===== src/gpio_consts.vh =====
// Purpose: constants for the shared-pin port block
// Assumes: register words use bit 0 = MSB numbering, mapped to verilog bit 31-n
// Notes: definitions only
`ifndef GPIO_CONSTS_VH
`define GPIO_CONSTS_VH

`define ADDR_ARB_DIR 32'h8007FC60
`define ADDR_ARB_ASG 32'h8007FC64
`define ADDR_ARB_DAT 32'h8007FC68
`define ADDR_ABP_ASG 32'h8007FC84
`define ADDR_ABP_DAT 32'h8007FC88
`define ADDR_CTL_DIR 32'h8007FC98
`define ADDR_CTL_ASG 32'h8007FC9C
`define ADDR_CTL_DAT 32'h8007FCA0
`define ADDR_GPIO_CTRL 32'h8007FCF0

`define MASK_ARB_DD 32'h1F000000
`define MASK_ARB_ASG 32'h3F000000
`define MASK_ABP 32'hFFFF0000
`define MASK_CTL 32'hFF7FFF3F
`define MASK_GPIO_CTRL 32'h00000001

`define RST_DIR 32'h00000000
`define RST_ABP_ASG_FIXED 32'hFFF00000
`define RST_ABP_ASG_CFG 32'h000F0000

`define CTRL_USER_DATA 0
`define STAT_PRU_MODE 8

// configuration word positions, verilog index = 31 - word bit
`define CFG_CTL_J 17
`define CFG_CTL_K01 16
`define CFG_CTL_KL 15
`define CFG_CTL_I 14
`define CFG_ARB 13
`define CFG_PRU 6
`define CFG_ADDR_HI 5

// 56-bit pin image: port bytes M,A,B,I,J,K,L
`define PIN_IMPL 56'h1FFFFFFF7FFF3F
`define FUNC_IMPL 56'h3FFFFFFF7FFF3F
`define PIN_OUT_ONLY 56'h00FFFF00000000

`endif


===== src/system_port_gpio.v =====
// Purpose: shared bus-pin general purpose ports: arbitration port, two address ports,
//          four bus-control ports, with their register file
// Assumes: pins synchronous to clk_i; config word stable across reset release
// Notes: data latches carry no reset; a per-register written flag masks them until written
`timescale 1ns/1ps
`include "gpio_consts.vh"

module system_port_gpio (
    input wire clk_i,
    input wire nrst_i,
    input wire [31:0] addr_i,
    input wire [31:0] wdata_i,
    input wire wr_i,
    input wire rd_i,
    input wire supervisor_i,
    output wire [31:0] rdata_o,
    output wire acc_done_o,
    output wire acc_err_o,
    input wire [31:0] cfg_word_i,
    input wire [11:0] cs_select_i,
    output wire ext_req_o,
    output wire ext_we_o,
    output wire [31:0] ext_addr_o,
    output wire [31:0] ext_wdata_o,
    input wire [7:0] m_pin_i,
    output wire [7:0] m_pin_o,
    output wire [7:0] m_oe_o,
    output wire [7:0] m_func_o,
    output wire strobe_select_o,
    output wire [7:0] a_pin_o,
    output wire [7:0] a_oe_o,
    output wire [7:0] a_func_o,
    output wire [7:0] b_pin_o,
    output wire [7:0] b_oe_o,
    output wire [7:0] b_func_o,
    input wire [7:0] i_pin_i,
    output wire [7:0] i_pin_o,
    output wire [7:0] i_oe_o,
    output wire [7:0] i_func_o,
    input wire [7:0] j_pin_i,
    output wire [7:0] j_pin_o,
    output wire [7:0] j_oe_o,
    output wire [7:0] j_func_o,
    input wire [7:0] k_pin_i,
    output wire [7:0] k_pin_o,
    output wire [7:0] k_oe_o,
    output wire [7:0] k_func_o,
    input wire [7:0] l_pin_i,
    output wire [7:0] l_pin_o,
    output wire [7:0] l_oe_o,
    output wire [7:0] l_func_o
);

// pin n of a port sits at byte bit 7-n
function [7:0] rev8;
    input [7:0] v;
    integer n;
    begin
        for (n = 0; n < 8; n = n + 1) begin
            rev8[n] = v[7 - n];
        end
    end
endfunction

////////////////////////////////////////////////////////////////////////////////
// registers

reg [31:0] arb_dir_ff;
reg [31:0] arb_asg_ff;
reg [31:0] arb_dat_ff;
reg [31:0] abp_asg_ff;
reg [31:0] abp_dat_ff;
reg [31:0] ctl_dir_ff;
reg [31:0] ctl_asg_ff;
reg [31:0] ctl_dat_ff;
reg arb_wr_ff;
reg abp_wr_ff;
reg ctl_wr_ff;
reg user_data_ff;
reg pru_mode_ff;
reg init_ff;
reg [31:0] rdata_ff;
reg done1_ff;
reg long_ff;
reg done2_ff;
reg err_ff;
reg ext_req_ff;
reg ext_we_ff;
reg [31:0] ext_addr_ff;
reg [31:0] ext_wdata_ff;
reg [55:0] in_ff;
reg [55:0] oe_ff;
reg [55:0] out_ff;
reg [55:0] func_ff;
reg strobe_sel_ff;

////////////////////////////////////////////////////////////////////////////////
// address decode and privilege

wire hit_arb_dir = (addr_i == `ADDR_ARB_DIR);
wire hit_arb_asg = (addr_i == `ADDR_ARB_ASG);
wire hit_arb_dat = (addr_i == `ADDR_ARB_DAT);
wire hit_abp_asg = (addr_i == `ADDR_ABP_ASG);
wire hit_abp_dat = (addr_i == `ADDR_ABP_DAT);
wire hit_ctl_dir = (addr_i == `ADDR_CTL_DIR);
wire hit_ctl_asg = (addr_i == `ADDR_CTL_ASG);
wire hit_ctl_dat = (addr_i == `ADDR_CTL_DAT);
wire hit_ctrl = (addr_i == `ADDR_GPIO_CTRL);

wire hit_data = hit_arb_dat | hit_abp_dat | hit_ctl_dat;
wire hit_super = hit_arb_dir | hit_arb_asg | hit_abp_asg | hit_ctl_dir | hit_ctl_asg
    | hit_ctrl;
wire hit_any = hit_data | hit_super;
wire pru_port = hit_abp_asg | hit_abp_dat | hit_ctl_dir | hit_ctl_asg | hit_ctl_dat;
wire redirect = pru_mode_ff & pru_port;
wire priv_ok = supervisor_i | (hit_data & user_data_ff);
wire strobe = wr_i | rd_i;
wire svc = strobe & hit_any & priv_ok & ~redirect;
wire wr_ok = wr_i & svc;

////////////////////////////////////////////////////////////////////////////////
// pin image and per-pin function

// implemented port pins; the others never become port i/o
localparam [55:0] pin_impl = `PIN_IMPL;

// address ports have no direction register: always outputs
function [15:0] abp_dat_mask_dir;
    input one;
    begin
        abp_dat_mask_dir = {16{one}};
    end
endfunction

wire [55:0] asg_all = {arb_asg_ff[31:24], abp_asg_ff[31:16], ctl_asg_ff};
wire [55:0] dir_all = {arb_dir_ff[31:24], abp_dat_mask_dir(1'b1), ctl_dir_ff};
wire [55:0] dat_all = {arb_dat_ff[31:24] & {8{arb_wr_ff}},
    abp_dat_ff[31:16] & {16{abp_wr_ff}}, ctl_dat_ff & {32{ctl_wr_ff}}};
wire [55:0] pin_in = {rev8(m_pin_i), 16'h0000, rev8(i_pin_i), rev8(j_pin_i),
    rev8(k_pin_i), rev8(l_pin_i)};
wire [15:0] cs_img;
wire [55:0] gpio_all;
wire [55:0] disc_in;
wire [55:0] rd_mix;

genvar g;
generate
    for (g = 0; g < 16; g = g + 1) begin : g_cs
        if (g < 12) begin : g_used
            assign cs_img[15 - g] = cs_select_i[g];
        end else begin : g_none
            assign cs_img[15 - g] = 1'b0;
        end
    end
    for (g = 0; g < 56; g = g + 1) begin : g_pin
        wire cs_bit;
        if (g >= 32 && g < 48) begin : g_addr
            assign cs_bit = cs_img[g - 32];
        end else begin : g_other
            assign cs_bit = 1'b0;
        end
        // chip-select role overrides the assignment bit
        assign gpio_all[g] = pin_impl[g] & ~asg_all[g] & ~cs_bit;
        assign disc_in[g] = gpio_all[g] & ~dir_all[g];
        assign rd_mix[g] = disc_in[g] ? in_ff[g] : dat_all[g];
    end
endgenerate

////////////////////////////////////////////////////////////////////////////////
// read mux, unimplemented bits forced to zero

reg [31:0] nxt_rdata;
always @* begin
    nxt_rdata = 32'h00000000;
    if (rd_i && svc) begin
        case (1'b1)
            hit_arb_dir: nxt_rdata = arb_dir_ff & `MASK_ARB_DD;
            hit_arb_asg: nxt_rdata = arb_asg_ff & `MASK_ARB_ASG;
            hit_arb_dat: nxt_rdata = {rd_mix[55:48], 24'h000000} & `MASK_ARB_DD;
            hit_abp_asg: nxt_rdata = abp_asg_ff & `MASK_ABP;
            hit_abp_dat: nxt_rdata = {rd_mix[47:32], 16'h0000};
            hit_ctl_dir: nxt_rdata = ctl_dir_ff & `MASK_CTL;
            hit_ctl_asg: nxt_rdata = ctl_asg_ff & `MASK_CTL;
            hit_ctl_dat: nxt_rdata = rd_mix[31:0] & `MASK_CTL;
            hit_ctrl: begin
                nxt_rdata = 32'h00000000;
                nxt_rdata[`CTRL_USER_DATA] = user_data_ff;
                nxt_rdata[`STAT_PRU_MODE] = pru_mode_ff;
            end
            default: nxt_rdata = 32'h00000000;
        endcase
    end
end

////////////////////////////////////////////////////////////////////////////////
// control registers with reset; defaults from the config word one edge after release

always @(posedge clk_i or negedge nrst_i) begin
    if (!nrst_i) begin
        arb_dir_ff <= `RST_DIR;
        ctl_dir_ff <= `RST_DIR;
        arb_asg_ff <= 32'h00000000;
        abp_asg_ff <= `RST_ABP_ASG_FIXED;
        ctl_asg_ff <= 32'h00000000;
        arb_wr_ff <= 1'b0;
        abp_wr_ff <= 1'b0;
        ctl_wr_ff <= 1'b0;
        user_data_ff <= 1'b0;
        pru_mode_ff <= 1'b0;
        init_ff <= 1'b0;
    end else if (!init_ff) begin
        // strap caught by a clock edge, not by the asynchronous reset
        init_ff <= 1'b1;
        pru_mode_ff <= cfg_word_i[`CFG_PRU];
        arb_asg_ff <= {2'h0, {6{cfg_word_i[`CFG_ARB]}}, 24'h000000}
            & `MASK_ARB_ASG;
        abp_asg_ff <= `RST_ABP_ASG_FIXED
            | ({32{cfg_word_i[`CFG_ADDR_HI]}} & `RST_ABP_ASG_CFG);
        ctl_asg_ff <= {{8{cfg_word_i[`CFG_CTL_I]}}, 1'b0, {7{cfg_word_i[`CFG_CTL_J]}},
            {2{cfg_word_i[`CFG_CTL_K01]}}, {6{cfg_word_i[`CFG_CTL_KL]}},
            2'b00, {6{cfg_word_i[`CFG_CTL_KL]}}};
    end else if (wr_ok) begin
        if (hit_arb_dir) begin
            arb_dir_ff <= wdata_i & `MASK_ARB_DD;
        end
        if (hit_arb_asg) begin
            arb_asg_ff <= wdata_i & `MASK_ARB_ASG;
        end
        if (hit_abp_asg) begin
            abp_asg_ff <= wdata_i & `MASK_ABP;
        end
        if (hit_ctl_dir) begin
            ctl_dir_ff <= wdata_i & `MASK_CTL;
        end
        if (hit_ctl_asg) begin
            ctl_asg_ff <= wdata_i & `MASK_CTL;
        end
        if (hit_ctrl) begin
            user_data_ff <= wdata_i[`CTRL_USER_DATA];
        end
        if (hit_arb_dat) begin
            arb_wr_ff <= 1'b1;
        end
        if (hit_abp_dat) begin
            abp_wr_ff <= 1'b1;
        end
        if (hit_ctl_dat) begin
            ctl_wr_ff <= 1'b1;
        end
    end
end

////////////////////////////////////////////////////////////////////////////////
// data latches: no reset, contents survive a reset
// limitation: after a reset the written flags hide the latches until the
// next write, so no unknown power-up value ever reaches a pin

always @(posedge clk_i) begin
    if (wr_ok && init_ff && hit_arb_dat) begin
        arb_dat_ff <= wdata_i & `MASK_ARB_DD;
    end
    if (wr_ok && init_ff && hit_abp_dat) begin
        abp_dat_ff <= wdata_i & `MASK_ABP;
    end
    if (wr_ok && init_ff && hit_ctl_dat) begin
        ctl_dat_ff <= wdata_i & `MASK_CTL;
    end
end

////////////////////////////////////////////////////////////////////////////////
// bus answer, access timing, external redirect

always @(posedge clk_i or negedge nrst_i) begin
    if (!nrst_i) begin
        rdata_ff <= 32'h00000000;
        done1_ff <= 1'b0;
        long_ff <= 1'b0;
        done2_ff <= 1'b0;
        err_ff <= 1'b0;
        ext_req_ff <= 1'b0;
        ext_we_ff <= 1'b0;
        ext_addr_ff <= 32'h00000000;
        ext_wdata_ff <= 32'h00000000;
    end else begin
        rdata_ff <= nxt_rdata;
        done1_ff <= svc & init_ff;
        long_ff <= pru_port;
        done2_ff <= done1_ff & long_ff;
        // refused access gets no done: software sees only the error pulse
        err_ff <= strobe & hit_any & ~priv_ok & ~redirect & init_ff;
        ext_req_ff <= strobe & redirect & init_ff;
        // redirected access is answered outside; it is only announced here
        if (strobe && redirect) begin
            ext_we_ff <= wr_i;
            ext_addr_ff <= addr_i;
            ext_wdata_ff <= wdata_i;
        end
    end
end

assign rdata_o = rdata_ff;
// short access ends cycle 1, replaceable-port access ends cycle 2
assign acc_done_o = (done1_ff & ~long_ff) | done2_ff;
assign acc_err_o = err_ff;
assign ext_req_o = ext_req_ff;
assign ext_we_o = ext_we_ff;
assign ext_addr_o = ext_addr_ff;
assign ext_wdata_o = ext_wdata_ff;

////////////////////////////////////////////////////////////////////////////////
// pin side: inputs sampled, outputs registered so config lands one cycle late

always @(posedge clk_i or negedge nrst_i) begin
    if (!nrst_i) begin
        in_ff <= 56'h00000000000000;
        oe_ff <= 56'h00000000000000;
        out_ff <= 56'h00000000000000;
        func_ff <= 56'h00000000000000;
        strobe_sel_ff <= 1'b0;
    end else begin
        in_ff <= pin_in & ~`PIN_OUT_ONLY;
        oe_ff <= gpio_all & dir_all;
        out_ff <= dat_all & gpio_all & dir_all;
        func_ff <= `FUNC_IMPL & ~gpio_all;
        strobe_sel_ff <= arb_asg_ff[29];
    end
end

assign m_pin_o = rev8(out_ff[55:48]);
assign m_oe_o = rev8(oe_ff[55:48]);
assign m_func_o = rev8(func_ff[55:48]);
assign strobe_select_o = strobe_sel_ff;
assign a_pin_o = rev8(out_ff[47:40]);
assign a_oe_o = rev8(oe_ff[47:40]);
assign a_func_o = rev8(func_ff[47:40]);
assign b_pin_o = rev8(out_ff[39:32]);
assign b_oe_o = rev8(oe_ff[39:32]);
assign b_func_o = rev8(func_ff[39:32]);
assign i_pin_o = rev8(out_ff[31:24]);
assign i_oe_o = rev8(oe_ff[31:24]);
assign i_func_o = rev8(func_ff[31:24]);
assign j_pin_o = rev8(out_ff[23:16]);
assign j_oe_o = rev8(oe_ff[23:16]);
assign j_func_o = rev8(func_ff[23:16]);
assign k_pin_o = rev8(out_ff[15:8]);
assign k_oe_o = rev8(oe_ff[15:8]);
assign k_func_o = rev8(func_ff[15:8]);
assign l_pin_o = rev8(out_ff[7:0]);
assign l_oe_o = rev8(oe_ff[7:0]);
assign l_func_o = rev8(func_ff[7:0]);

endmodule


===== config.mk =====
export PLATFORM = sky130hd
export DESIGN_NAME = system_port_gpio
export DESIGN_NICKNAME = d
export VERILOG_FILES = /design/src/system_port_gpio.v
export VERILOG_INCLUDE_DIRS = /design/src /design/src/src
export SDC_FILE = /design/constraint.sdc
export NUM_CORES = 1
export LEC_CHECK = 0
export BUFFER_PORTS_ARGS = -buffer_cell sky130_fd_sc_hd__buf_2
export CAP_MARGIN = 10
export CORE_MARGIN = 2
export CORE_UTILIZATION = 25
export CTS_BUF_LIST = sky130_fd_sc_hd__clkbuf_16
export DETAILED_ROUTE_END_ITERATION = 10
export MAX_ROUTING_LAYER = met4
export SKIP_LAST_GASP = 1
export SLEW_MARGIN = 30
export SYNTH_ARGS = -nofsm -noshare
export SYNTH_HDL_FRONTEND = slang
export SYNTH_SLANG_ARGS = --single-unit

===== constraint.sdc =====
create_clock -name clk_i -period 6.2 [get_ports clk_i]
set_clock_uncertainty 0.15 [all_clocks]
set_input_delay 0.62 -clock clk_i [delete_from_list [all_inputs] [get_ports clk_i]]
set_output_delay 0.62 -clock clk_i [all_outputs]
set_load 0.02 [all_outputs]

Word level (Yosys, flattened, before mapping)
Index checks and enable logic that the tools add are counted.
{"block": "word_totals", "reg_bits": 487, "out_inout_bits": 269}
{"block": "op_classes", "n_eq_ne": 13, "mux": 53, "bitwise": 181, "n_reduce_logical": 15}
{"cell": "2-to-1 mux 32 bit", "count": 15}
{"cell": "== test 32 bit, second input constant", "count": 9}
{"cell": "AND 56 x 53 -> 56 bit", "count": 2}
{"cell": "inverter 1 bit", "count": 99}
{"cell": "2-to-1 mux 30 bit", "count": 3}
{"cell": "AND 1 bit", "count": 60}
{"cell": "inverter 53 -> 54 bit", "count": 1}
{"cell": "AND 53 bit", "count": 1}
{"cell": "2-to-1 mux 1 bit", "count": 34}
{"cell": "AND 32 bit", "count": 1}
{"cell": "AND reduction 3 bit", "count": 6}
{"cell": "AND 16 bit", "count": 1}
{"cell": "OR 1 bit", "count": 15}
{"cell": "2-to-1 mux 9 bit", "count": 1}
{"cell": "AND 5 x 8 -> 8 bit", "count": 1}
{"cell": "!= test 2 x 1 -> 1 bit, second input constant", "count": 4}
{"cell": "logical AND 1 bit", "count": 6}
{"cell": "AND reduction 2 bit", "count": 3}

Depth between registers and ports, before layout
{"block": "depth", "word_depth": 13, "ltp_mapped": 10, "ltp_nobuf": 6}

Worst setup path after synthesis
OpenSTA, ideal clock, no wires.
{"block": "synth_path", "kind": "input-to-reg", "startpoint": "in addr_i[20]", "endpoint": "reg ctl_dat_ff[0], enable pin", "t_arrival_ps": 2771, "t_required_ps": 5662, "slack_ps": 2891, "path_stages": 6, "n_path_buf": 2, "cell_sequence": "or4_1 -> or2_4 -> buf_6 -> nor3_4 -> buf_4 -> and4_1"}
{"block": "synth_via", "elab_chain_len": 13, "elab_cells_between_ends": 31}
{"item": "start: declaration", "line_no": "system_port_gpio.v:11", "source": "input wire [31:0] addr_i,"}
{"item": "== test 32 bit (no source line)"}
{"item": "OR 1 bit (4 in series)", "line_no": "system_port_gpio.v:111", "source": "wire hit_super = hit_arb_dir | hit_arb_asg | hit_abp_asg | hit_ctl_dir | hit_ctl_asg"}
{"item": "OR 1 bit", "line_no": "system_port_gpio.v:112", "source": "| hit_ctrl;"}
{"item": "OR 1 bit", "line_no": "system_port_gpio.v:113", "source": "wire hit_any = hit_data | hit_super;"}
{"item": "AND 1 bit (3 in series)", "line_no": "system_port_gpio.v:118", "source": "wire svc = strobe & hit_any & priv_ok & ~redirect;"}
{"item": "AND 1 bit", "line_no": "system_port_gpio.v:119", "source": "wire wr_ok = wr_i & svc;"}
{"item": "logical AND 1 bit", "line_no": "system_port_gpio.v:265", "source": "if (wr_ok && init_ff && hit_ctl_dat) begin"}
{"item": "logical AND 1 bit (*)", "line_no": "system_port_gpio.v:265"}
{"item": "end signal: assignment", "line_no": "system_port_gpio.v:266", "source": "ctl_dat_ff <= wdata_i & `MASK_CTL;"}
{"item": "end: declaration", "line_no": "system_port_gpio.v:75", "source": "reg [31:0] ctl_dat_ff;"}
Mark *: on every way between the ends. The rest lies on a longest branch, timed or not.
A chain may end at the register's enable or synchronous reset.

Worst setup path in the final report
{"block": "layout_path", "startpoint": "in addr_i[3]", "endpoint": "reg abp_dat_ff[23], enable pin"}
{"block": "layout_via", "elab_chain_len": 13, "elab_cells_between_ends": 31}
{"item": "== test 32 bit (no source line)"}
{"item": "OR 1 bit (4 in series)", "line_no": "system_port_gpio.v:111"}
{"item": "OR 1 bit", "line_no": "system_port_gpio.v:112"}
{"item": "OR 1 bit", "line_no": "system_port_gpio.v:113"}
{"item": "AND 1 bit (3 in series)", "line_no": "system_port_gpio.v:118"}
{"item": "AND 1 bit", "line_no": "system_port_gpio.v:119"}
{"item": "logical AND 1 bit", "line_no": "system_port_gpio.v:262", "source": "if (wr_ok && init_ff && hit_abp_dat) begin"}
{"item": "logical AND 1 bit (*)", "line_no": "system_port_gpio.v:262"}
{"item": "end signal: assignment", "line_no": "system_port_gpio.v:263", "source": "abp_dat_ff <= wdata_i & `MASK_ABP;"}
{"item": "end: declaration", "line_no": "system_port_gpio.v:72", "source": "reg [31:0] abp_dat_ff;"}
Marked as above.

==> results.yml <==
placed_design:
  routabilityCongestion: 0.8696
  numPortBuffers: 371
  postPlaceCellArea_um2: 19060
  hpwl_um: 37940
  dpl_worst_slack_ns: 2.081
cells_and_area:
  finished_core_util: 0.3289
  finalNetCount: 1816
  design_area_um2: 21130
  fill_cells: 6473
  syn_to_final_growth_pct: 30.51
  final_layout_size_suffix_gt1_frac: 0.3545
routing:
  final_antenna_net_count: 0
  drt-met1-wl_um: 23210
  routed-wl-met3_um: 4664
  post_drt_wl_per_cell_um: 21.63
  vias: 11600
  drt_wirelength_um: 55500
  detail_route.vias_per_cell: 4.519
  detailroute.wirelength.met2_um: 26240
  detail_route.drc_violations: 0
  drt_first_iter_violations: 707
  drt_first_pass_iters: 5
  uppermost_routed_layer: "met4"
grt:
  total_track_usage: 0.1703
  pin_count_of_the_biggest_net_entering_global_routing: 157
  first_pass_grt_wire_length_um: 81720
  vias_in_the_first_global_route: 12430
  grt_antenna_before_repair: 4
  residual_overflow_from_global_routing: 0
yosys:
  yosys_warnings: 0
  synth-edff-count: 50
  synth.ff_latch_count: 426
  yosysTopAreaCell: "dfrtp_1"
  dominantRegCellSynth: "dfrtp_1"
  synth_area_um2: 16190
  syn_area_per_cell_um2: 13.16
  synthArstFlopShare: 0.8826
  synth-seq-area-share: 0.6750
  yosys-top-cells-area: "dfrtp_1 (56%), edfxtp_1 (9.3%), mux2_2 (4.0%)"
  yosys.cell_types.count: 74
  synthMostInstantiatedCell: "dfrtp_1"
  synthTopCellsByCount: "dfrtp_1 (364), nand2_1 (100), nor2_1 (69), a21oi_1 (68), nor2b_1 (61)"
  post_synth_inst_count: 1230
  synth_top_area_frac: 0.5627
pwr:
  static-leakage-power_nw: 10.48
  p_per_area_nw_per_um2: 290.2
  peak_vdd_ir_uv: 204.0
clock_network:
  resized_gates_after_cts: 0
  ctsRootBufferMaster: "clkbuf_16"
  path_clk_slew_ns: 0.06
  cts_max_level: 2
  tritoncts: "yes"
  longest_clk_path_bufs: 3
  cts_inserted_buffers: 49
  source_to_sink_clock_delay_at_the_later_pin_of_the_worst_skew_pair_ns: 0.59
  post-cts-setup-buffers: 0
  cts_num_sinks: 426
  cts_hold_repair.buffers: 33
die:
  floorplan.initialDensity: 0.2520
  fp.dieH_um: 258.5
  std_cell_rows: 93
  dieWidth_um: 258.5
  ios: 422
  die_area_um2: 66800
  placeable_core_region_um2: 64230
timing:
  finalSetupViolCount: 0
  timing_hold_violations_final: 0
  finalSetupTns_ns: 0
  highest_clock_frequency_the_design_can_meet_mhz: 285.5
  timing_max_transition_violations_final: 0
  grt_setup_unrepaired: "false"
  period_minus_slack_ns: 3.503
  tightestPinTransition_ns: 0.9411
  least_setup_slack_across_all_paths_after_layout_ns: 2.697
  worst_slew_margin_rel: 0.3703
  final_min_period_over_clock_period: 0.5650
critical_path:
  cp-start-kind: "input port"
  biggest_fanout_along_the_worst_timing_path: 17
  critical_path_class: "in2reg"
  critPathArrivalTime_ns: 3.61
  worstPathRequired_ns: 6.30
  timing.rr.start: "user_data_ff"
  cp_capture_type: "register"
  worstSetupStartpoint: "addr_i[3]"
hold_path:
  min_from: "j_pin_i[2]"
  min_path_type: "in2reg"
job:
  drv_cap: 0
outcome:
  outcome: "complete, no violations"
-- worst paths after layout --
check	end	slack, ns	cells after the start
setup / recovery	abp_dat_ff[23]	2.70	6
max in group asynchronous	ctl_wr_ff	3.91	4
hold reg to reg	func_ff[32]	0.29	0
min in group asynchronous	oe_ff[41]	0.41	2
setup reg to reg	ctl_dat_ff[5]	3.06	6
hold / removal	in_ff[21]	0.07	1
-- flip-flops by register name, indices dropped and copies added, names as in the netlist, 5 cells and up --
name / count
func_ff: 51
oe_ff: 50
out_ff: 50
in_ff: 34
ext_addr_o: 32
ext_wdata_o: 32
rdata_o: 30
ctl_asg_ff: 29
ctl_dat_ff: 29
ctl_dir_ff: 29
abp_asg_ff: 16
abp_dat_ff: 16
arb_asg_ff: 6
arb_dat_ff: 5
arb_dir_ff: 5
-- final cells by class --
class	count	area [um^2]	area share
well taps	855	1070	0.05064
multi-input cells	720	4848	0.2295
diodes	7	17.52	0.0008292
repair buffers	439	2550	0.1207
flip-flops and latches	426	10930	0.5173
clock buffers	50	1251	0.05923
inverters	27	101.3	0.004797
clock inverters	42	359.1	0.01700
-- cell families (layout without fill, tap and decap cells) --
| group | count (synthesis) | in the layout | share of synthesized area |
|---|---|---|---|
| other cells | 2 | 27 | 0.0004640 |
| compound gates | 203 | 203 | 0.08472 |
| xor+xnor | 3 | 3 | 0.001624 |
| mux | 112 | 112 | 0.07714 |
| simple gates | 382 | 382 | 0.1281 |
| flops | 426 | 426 | 0.6750 |
| buf+inv | 102 | 558 | 0.03301 |
-- power by group --
group          leakage (nW)  internal, W  switching (W)  total, W
clock                 0.809      0.00165        0.00124   0.00289
combinational          4.39     0.000102       0.000204  0.000306
sequential             5.28      0.00289      0.0000470   0.00293
-- worst max-delay path: stages --
cell	delay, ns
buf_2	0.35
and4bb_1	0.44
nand3b_1	0.33
nor3_4	0.80
and4_1	0.70
buf_4	0.35
-- stage by stage --
step / total power, W / hold slack, ns / cells
final: 0.006132 / 0.06975 / 2566
after global routing: 0.006382 / 0.02764 / 2563
after CTS: 0.006223 / 0.005217 / 2554
after detailed placement: 0.003274 / 0.2766 / 2429
after global placement: 0.003267 / 0.2683 / 2428
after floorplan: 0.003097 / 0.1744 / 1248
-- cells in the final DEF, fill, tap and decap left out, types with 10 or more instances in the layout --
cell	instances
mux2_2	57
dfrtp_1	362
a32o_1	10
nor2b_1	61
buf_2	370
nand2_1	100
or2_2	15
nand3_1	22
a21oi_1	68
dfstp_2	12
edfxtp_1	50
mux2i_1	40
and3_1	27
nor2_1	69
conb_1	20
and2_1	21
buf_4	28
nand2b_1	14
clkinv_1	10
mux2_4	10
clkbuf_16	50
inv_1	29
a22oi_1	11
clkinv_2	12
o21ai_0	41
dlygate4sd3_1	34
-- metal layers --
metal  vias up  global-route usage
li1       5194                   -
met2       459              0.2720
met1      5860              0.2101
met5         -                   -
met4         0             0.04849
met3        84             0.04871
No activity file was read; power rests on OpenSTA's default activity.
